### config.mk
export PLATFORM = sky130hd
export DESIGN_NAME = ssw_supervisor
export DESIGN_NICKNAME = d
export VERILOG_FILES = /design/src/verilog/ssw_pkg.sv /design/src/verilog/ssw_timer.sv /design/src/verilog/ssw_supervisor.sv
export SDC_FILE = /design/constraint.sdc
export NUM_CORES = 1
export LEC_CHECK = 0
export BUFFER_PORTS_ARGS = -buffer_cell sky130_fd_sc_hd__buf_2
export CAP_MARGIN = 15
export CORE_ASPECT_RATIO = 1.4
export CORE_MARGIN = 1.5
export CORE_UTILIZATION = 49
export DETAILED_ROUTE_END_ITERATION = 10
export PLACE_DENSITY = 0.68
export SLEW_MARGIN = 20
export SYNTH_ARGS = -nofsm -noshare
export SYNTH_HDL_FRONTEND = slang
export SYNTH_HIERARCHICAL = 1
export SYNTH_SLANG_ARGS = --single-unit
### constraint.sdc
create_clock -name clk -period 2.1 [get_ports clk]
set_clock_uncertainty 0.05 [all_clocks]
set_input_delay 0.21 -clock clk [delete_from_list [all_inputs] [get_ports clk]]
set_output_delay 0.21 -clock clk [all_outputs]
set_load 0.02 [all_outputs]
### src/verilog/ssw_pkg.sv
// Purpose: shared constants and types for the supply supervisor watchdog
// Assumes: clk at 200 MHz; comparator results arrive synchronous to clk
// Notes: times are kept in their printed unit, cycle counts derive from them
package ssw_pkg;
    localparam int unsigned CLK_MHZ = 200;
    // reset hold options, in microseconds (1.4 ms, 28 ms, 200 ms, 1600 ms)
    localparam int unsigned HOLD_US_OPT0 = 1400;
    localparam int unsigned HOLD_US_OPT1 = 28000;
    localparam int unsigned HOLD_US_OPT2 = 200000;
    localparam int unsigned HOLD_US_OPT3 = 1600000;
    // default watchdog window in microseconds; factory choice, value is plain
    localparam int unsigned WDOG_US_DEFAULT = 1600000;
    localparam int unsigned CNT_W = 32;
    localparam logic [1:0] HOLD_OPT_DEFAULT = 2'h2;
    localparam logic [CNT_W-1:0] CNT_ONE = 32'h00000001;
    localparam logic [CNT_W-1:0] CNT_ZERO = 32'h00000000;

    // comparator results seen by the block
    typedef struct packed {
        logic supply_low;     // supply below reset threshold
        logic supply_lowline; // supply below low_line_level
        logic manual_low;     // manual_reset_in_n below manual_reset_level
    } ssw_cmp_t;

    typedef enum logic [1:0] {
        SSW_RUN,
        SSW_FAULT,
        SSW_HOLD
    } ssw_state_t;

    typedef struct packed {
        logic reset_n;
        logic reset_hi;
        logic low_line_warn_n;
    } ssw_out_t;
endpackage

### src/verilog/ssw_timer.sv
// Purpose: restartable down counter that flags expiry of a fixed period
// Assumes: period of at least one cycle
// Notes: expired is a one-cycle pulse when the count reaches its end
`timescale 1ns/100ps
module ssw_timer #(
    parameter logic [ssw_pkg::CNT_W-1:0] PERIOD = 32'h00000010
) (
    input wire logic clk,
    input wire logic srst,
    input wire logic restart,
    input wire logic run,
    output logic expired
);
    typedef struct packed {
        logic [ssw_pkg::CNT_W-1:0] left;
        logic expired;
    } ssw_tmr_st_t;

    ssw_tmr_st_t st_reg;
    ssw_tmr_st_t st_next;

    // restart takes priority so a fresh period always starts whole
    always_comb begin
        st_next = st_reg;
        st_next.expired = 1'b0;
        if (restart || !run) begin
            st_next.left = PERIOD;
        end else if (st_reg.left == ssw_pkg::CNT_ONE) begin
            st_next.expired = 1'b1;
            st_next.left = PERIOD;
        end else begin
            st_next.left = st_reg.left - ssw_pkg::CNT_ONE;
        end
    end

    always_ff @(posedge clk) begin
        if (srst) begin
            st_reg <= '{left: PERIOD, expired: 1'b0};
        end else begin
            st_reg <= st_next;
        end
    end

    assign expired = st_reg.expired;
endmodule

### src/verilog/ssw_supervisor.sv
// Purpose: reset timing and watchdog logic of a supply supervisor
// Assumes: comparator inputs are synchronous to clk; options fixed at build
// Notes: reset is held low through faults and for one hold time afterwards
`timescale 1ns/100ps
module ssw_supervisor #(
    parameter logic [1:0] HOLD_OPT = ssw_pkg::HOLD_OPT_DEFAULT,
    parameter int unsigned WDOG_US = ssw_pkg::WDOG_US_DEFAULT,
    // cycle counts exceed 4096, so a simulation may override them directly
    parameter int unsigned HOLD_CYCLES_OVR = 0,
    parameter int unsigned WDOG_CYCLES_OVR = 0
) (
    input wire logic clk,
    input wire logic srst,
    input wire ssw_pkg::ssw_cmp_t cmp,
    input wire logic watchdog_edge_in,
    output ssw_pkg::ssw_out_t outs
);
    // fixed hold option chosen at build time
    localparam int unsigned HOLD_US = (HOLD_OPT == 2'h0) ? ssw_pkg::HOLD_US_OPT0 :
                                      (HOLD_OPT == 2'h1) ? ssw_pkg::HOLD_US_OPT1 :
                                      (HOLD_OPT == 2'h2) ? ssw_pkg::HOLD_US_OPT2 :
                                      ssw_pkg::HOLD_US_OPT3;
    localparam int unsigned HOLD_CYC = (HOLD_CYCLES_OVR != 0) ? HOLD_CYCLES_OVR :
                                       HOLD_US * ssw_pkg::CLK_MHZ;
    localparam int unsigned WDOG_CYC = (WDOG_CYCLES_OVR != 0) ? WDOG_CYCLES_OVR :
                                       WDOG_US * ssw_pkg::CLK_MHZ;
    localparam logic [ssw_pkg::CNT_W-1:0] HOLD_P = HOLD_CYC[ssw_pkg::CNT_W-1:0];
    localparam logic [ssw_pkg::CNT_W-1:0] WDOG_P = WDOG_CYC[ssw_pkg::CNT_W-1:0];

    typedef struct packed {
        ssw_pkg::ssw_state_t state;
        logic wd_last;
        logic [ssw_pkg::CNT_W-1:0] hold_left;
        ssw_pkg::ssw_out_t outs;
    } ssw_st_t;

    ssw_st_t st_reg;
    ssw_st_t st_next;
    logic fault;
    logic wd_edge;
    logic wdog_restart;
    logic wdog_run;
    logic wdog_expired;

    assign fault = cmp.supply_low | cmp.manual_low;
    assign wd_edge = watchdog_edge_in ^ st_reg.wd_last;
    // restart on any edge; the timer is held full while reset is active
    assign wdog_restart = wd_edge;
    // counting only in run means a whole window starts when a reset ends
    assign wdog_run = (st_reg.state == ssw_pkg::SSW_RUN);

    // watchdog window counter; expiry requests a reset pulse
    ssw_timer #(
        .PERIOD(WDOG_P)
    ) u_wdog (
        .clk(clk),
        .srst(srst),
        .restart(wdog_restart),
        .run(wdog_run),
        .expired(wdog_expired)
    );

    // reset sequencing: fault holds, then one hold time before release
    always_comb begin
        st_next = st_reg;
        st_next.wd_last = watchdog_edge_in;
        case (st_reg.state)
            ssw_pkg::SSW_RUN: begin
                if (fault) begin
                    st_next.state = ssw_pkg::SSW_FAULT;
                end else if (wdog_expired) begin
                    st_next.state = ssw_pkg::SSW_HOLD;
                    st_next.hold_left = HOLD_P;
                end
            end
            ssw_pkg::SSW_FAULT: begin
                if (!fault) begin
                    st_next.state = ssw_pkg::SSW_HOLD;
                    st_next.hold_left = HOLD_P;
                end
            end
            ssw_pkg::SSW_HOLD: begin
                if (fault) begin
                    st_next.state = ssw_pkg::SSW_FAULT;
                end else if (st_reg.hold_left == ssw_pkg::CNT_ONE) begin
                    st_next.state = ssw_pkg::SSW_RUN;
                    st_next.hold_left = ssw_pkg::CNT_ZERO;
                end else begin
                    st_next.hold_left = st_reg.hold_left - ssw_pkg::CNT_ONE;
                end
            end
            default: begin
                st_next.state = ssw_pkg::SSW_FAULT;
            end
        endcase
        // reset_n and reset_hi registered from the next state so they track it exactly; the warning from supply_lowline
        st_next.outs.reset_n = (st_next.state == ssw_pkg::SSW_RUN);
        st_next.outs.reset_hi = ~st_next.outs.reset_n;
        st_next.outs.low_line_warn_n = ~cmp.supply_lowline;
    end

    // srst starts a full power-up reset: fault state, reset asserted
    always_ff @(posedge clk) begin
        if (srst) begin
            st_reg <= '{state: ssw_pkg::SSW_FAULT, wd_last: 1'b0,
                        hold_left: ssw_pkg::CNT_ZERO,
                        outs: '{reset_n: 1'b0, reset_hi: 1'b1, low_line_warn_n: 1'b0}};
        end else begin
            st_reg <= st_next;
        end
    end

    assign outs = st_reg.outs;
endmodule

Yosys cells after proc, flatten, opt, wreduce, memory -nomap -nowiden
Index checks and enable logic that the tools add are counted.
W data, S select, Z words.
{"block": "word_totals", "ramBits": 0, "elab_cells": 43, "latch_bits": 0, "mem_bits_ro": 0, "in_bits": 6, "reg_bits": 71, "out_inout_bits": 3, "memories": 0}
{"block": "op_classes", "addsub": 2, "order_cmp": 0, "mul": 0, "reduce_logical": 8, "n_div": 0, "shift": 0, "bitwise_logic": 4, "eq_ne": 8, "mux": 13}
{"op": "$mux W32", "n": 5}
{"op": "$pmux W32 S3", "n": 1}
{"op": "$eq A32 B1 Y1 const B", "n": 2}
{"op": "$sub A32 B1 Y32 const B", "n": 2}
{"op": "$mux W2", "n": 5}
{"op": "$ne A2 B2 Y1 const B", "n": 4}
{"op": "$pmux W2 S3", "n": 1}
{"op": "$reduce_and A5 Y1", "n": 1}
{"op": "$logic_not A2 Y1", "n": 2}
{"op": "$reduce_bool A3 Y1", "n": 1}
{"op": "$reduce_or A3 Y1", "n": 1}
{"op": "$eq A2 B1 Y1 const B", "n": 1}
{"op": "$eq A2 B2 Y1 const B", "n": 1}
{"op": "$not A1 Y1", "n": 2}
{"op": "$reduce_or A2 Y1", "n": 1}
{"op": "$logic_not A1 Y1", "n": 1}
{"op": "$logic_or A1 B1 Y1", "n": 1}
{"op": "$mux W1", "n": 1}
{"op": "$or A1 B1 Y1", "n": 1}
{"op": "$xor A1 B1 Y1", "n": 1}

Depth between registers and ports, before layout
{"block": "logic_depth", "depth_word": 6, "depth_mapped": 8, "mapped_depth_nobuf": 7}

Hierarchy
The synthesis kept the hierarchy.
{"module": "ssw_supervisor", "area_each_um2": 2019.4, "n_inst": 1, "seq_area_each_um2": 760.7, "cells_each": 224}
{"module": "ssw_timer", "area_each_um2": 1470.2, "n_inst": 1, "seq_area_each_um2": 660.6, "cells_each": 165}

Worst setup path before layout
OpenSTA, ideal clock, no wires.
{"block": "synth_path", "path_kind": "register -> register", "start": "register u_wdog/st_reg[18] (netlist bit)", "end": "register u_wdog/st_reg[32] (netlist bit)", "setup_ns": 0.070, "setup_slack_ns": -0.010, "stages_incl_launch_ff": 7, "t_arrival_ns": 1.990, "n_path_buf": 1, "period_less_slack_ns": 2.110, "required_time_ns": 1.980, "cell_sequence": "dfxtp_1 > or4_1 > buf_2 > nor4_4 > nand4_2 > or4_1 > a21oi_1"}
{"block": "synth_via", "elab_chain_cells": 2, "elab_cells_between_ends": 3, "cone_classes": "add/sub: 1; eq/ne: 1; reduce/logical: 1"}
{"item": "from (decl)", "line": "ssw_timer.sv:19", "rtl": "ssw_tmr_st_t st_reg;"}
{"item": "from (signal assigned)", "line": "ssw_timer.sv:38", "rtl": "st_reg <= '{left: PERIOD, expired: 1'b0};"}
{"item": "from (signal assigned)", "line": "ssw_timer.sv:40", "rtl": "st_reg <= st_next;"}
{"item": "branches (longest 2 deep; another with $sub A32 B1 Y32)"}
Parallel ways; which one is timed is not known.
A chain may end at the register's enable or synchronous reset.

==> impl_results.md <==
- Status: complete, no violations
- Initial drt markers: 115
- Fin. max-slew vios: 0
- Skew-Pair Late Insertion Delay: 0.35 ns
- P&R area growth vs syn: 20.3%
- Root Driver: clkbuf_8
- H-tree depth: 3
- Via count of the first global-routing pass: 2902
- DR WL/cell: 14.0 um
- Initial core utilization: 0.503
- Row cnt: 36
- Number of I/O pins: 9
- Most common cell in the netlist: dfxtp_1
- Number of synthesized flops with an enable pin: 0
- Arr. time, crit path: 2.29 ns
- Max_cap viols: 0
- DR pass1 iterations: 4
- Startpoint class of the critical path: flop
- Reg clk slew, reported paths: 0.08 ns
- Synth Cell Area: 0.00349 sq mm
- Clock tree buffer depth: 2
- Final clock period utilization by the worst path: 0.999
- Max reg flops: 35
- Share of the synthesized area in the top cell type: 0.407
- Vias per inst: 5.53
- I/O Buffers: 8
- Min cycle time layout: 2.10 ns
- First-pass GRT wire length: 12800 um
- Req. time, crit path: 2.29 ns
- CTS Sinks: 71
- Endpoints failing setup: 0
- Layout cells sized above 1: 0.248
- Area contributors post-synth: dfxtp_1, nor2_1, xor2_1, xnor2_1, nand2_1
- Post-synthesis sequential area ratio: 0.407
- Rel. slew slack: 0.725
- RSZ-0062 raised after global routing: true
- Antenna violations before repair: 0
- Detail Route Antenna Nets: 0
- Tightest Hold Check Type: in2reg
- Measured slew at the worst slew-check pin: 0.411 ns
- DP Wirelength: 5410 um
- Die Wd: 74.3 um
- Syn Nets: 399
- Top cells by count, synth: dfxtp_1, nor2_1, xor2_1
- Overflow left after global routing: 0
- Layout Utilization: 0.605
- N_diodes: 0
- DRC: 0
- Vias: 2982
- Post-Syn Area per Cell: 8.97 sq um
- Seq cells post-synth: 71
- CTS tree: built
- Achievable Freq: 477 MHz
- Async SR Flop Fraction: 0
- Nets: 449
- CTS Buf Count: 9
- Global Route Usage Sum: 0.216
- Core ar.: 0.00694 sq mm
- Final TNS setup: 0 ns
- Worst vdd ir: 476 uV
- Pin count of the biggest net entering global routing: 25
- Fin. Hold Viols: 0
- Cell Pwr Density: 743 mW/mm^2
- Crit path kind: reg2reg
- Most common flop cell mapped by yosys: dfxtp_1
- Crit Path Max Fanout: 5
- Post-synth top area cell: dfxtp_1
- Final Routed Wirelength: 7550 um
- Gate Count Post-Synth: 389
- Placer Congestion: 0.928
- Critical Path End Type: flop
- Die ar.: 0.00764 sq mm
- Static leakage: 1.62 nW
- Die Height: 103 um
- Post-synth cell types: 63
- Synth warnings: 6
==> cells by family (layout without fill, tap and decap cells) <==
logic type / count (synthesis) / count (layout) / synth area share
and+or+nand+nor: 186 / 186 / 0.312
DFF: 71 / 71 / 0.407
AOI/OAI and AO/OA: 59 / 59 / 0.118
xor gates and xnor gates: 42 / 42 / 0.105
buffers and inverters: 27 / 82 / 0.0427
adders and majority gates: 4 / 4 / 0.0143
==> report_power, final <==
group / switching [mW] / total (mW) / internal, mW
Combinational: 0.320 / 0.591 / 0.271
Sequential: 0.0387 / 1.43 / 1.39
Clock: 0.546 / 1.10 / 0.555
Total: 0.905 / 3.12 / 2.21
==> final cells by class <==
class / instances / area [sq um]
fillers: 648 / 2740
multi-input cells: 291 / 1980
flip-flops and latches: 71 / 1420
repair buffers: 58 / 447
clock buffers: 10 / 128
well taps: 95 / 119
clock inverters: 6 / 70.1
inverters: 8 / 30.0
==> routing by layer <==
layer	track usage	share of wire	vias to the layer above
met1	0.224	0.42	1427
li1	-	-	1502
met4	0.0937	0.025	0
met3	0.0508	0.029	17
met2	0.403	0.53	36
met5	0	0	-
==> per-stage QoR <==
step | hold WS [ns] | worst slack (ns) | cell area [sq um] | power, mW | instances
2_1_floorplan | 0.232 | 0.0140 | 3490 | 1.84 | 389
3_3_place_gp | 0.319 | 0.00496 | 3900 | 2.01 | 519
3_5_place_dp | 0.326 | -0.0384 | 3900 | 2.02 | 519
4_1_cts | 0.0850 | 0.00172 | 4140 | 3.13 | 537
5_1_grt | 0.0793 | -0.0572 | 4200 | 3.26 | 539
6_report | 0.0835 | 0.00144 | 4200 | 3.12 | 539
==> worst paths after layout <==
check                         from               end  slack [ns]  depth (start not counted)
hold reg to reg   u_wdog/st_reg[8]  u_wdog/st_reg[8]        0.41                          2
setup / recovery        st_reg[17]        st_reg[32]       0.001                          6
hold / removal    watchdog_edge_in        st_reg[35]        0.08                          2
setup reg to reg        st_reg[17]        st_reg[32]       0.001                          6
==> cells in the final DEF, fill, tap and decap left out, types with 7 or more instances in the layout <==
| cell type | instances |
|---|---|
| nor4_1 | 10 |
| xnor2_1 | 18 |
| a21oi_1 | 14 |
| buf_2 | 8 |
| nand2_1 | 21 |
| clkbuf_8 | 9 |
| buf_4 | 46 |
| xor2_1 | 24 |
| inv_1 | 7 |
| nor2_1 | 59 |
| dfxtp_1 | 69 |
| a31oi_1 | 7 |
| nand3_1 | 15 |
| nor3_1 | 14 |
==> worst max-delay path: stages, from the launching register on <==
cell and delay [ns]:
dfxtp_1 0.32, or4_4 0.58, nor4_4 0.34, buf_4 0.20
a311o_2 0.22, nor3_1 0.07, a31o_2 0.20
==> repair_timing <==
| action | CTS | global route |
|---|---|---|
| pin swaps | 6 | 5 |
| gates resized for setup | 7 | 10 |
| buffers inserted | 1 | 2 |
| hold buffers | 1 | 0 |
| endpoints found under the setup margin | 4 | 33 |
| hold endpoints to repair | 1 | 0 |
No activity file was read; power rests on OpenSTA's default activity.
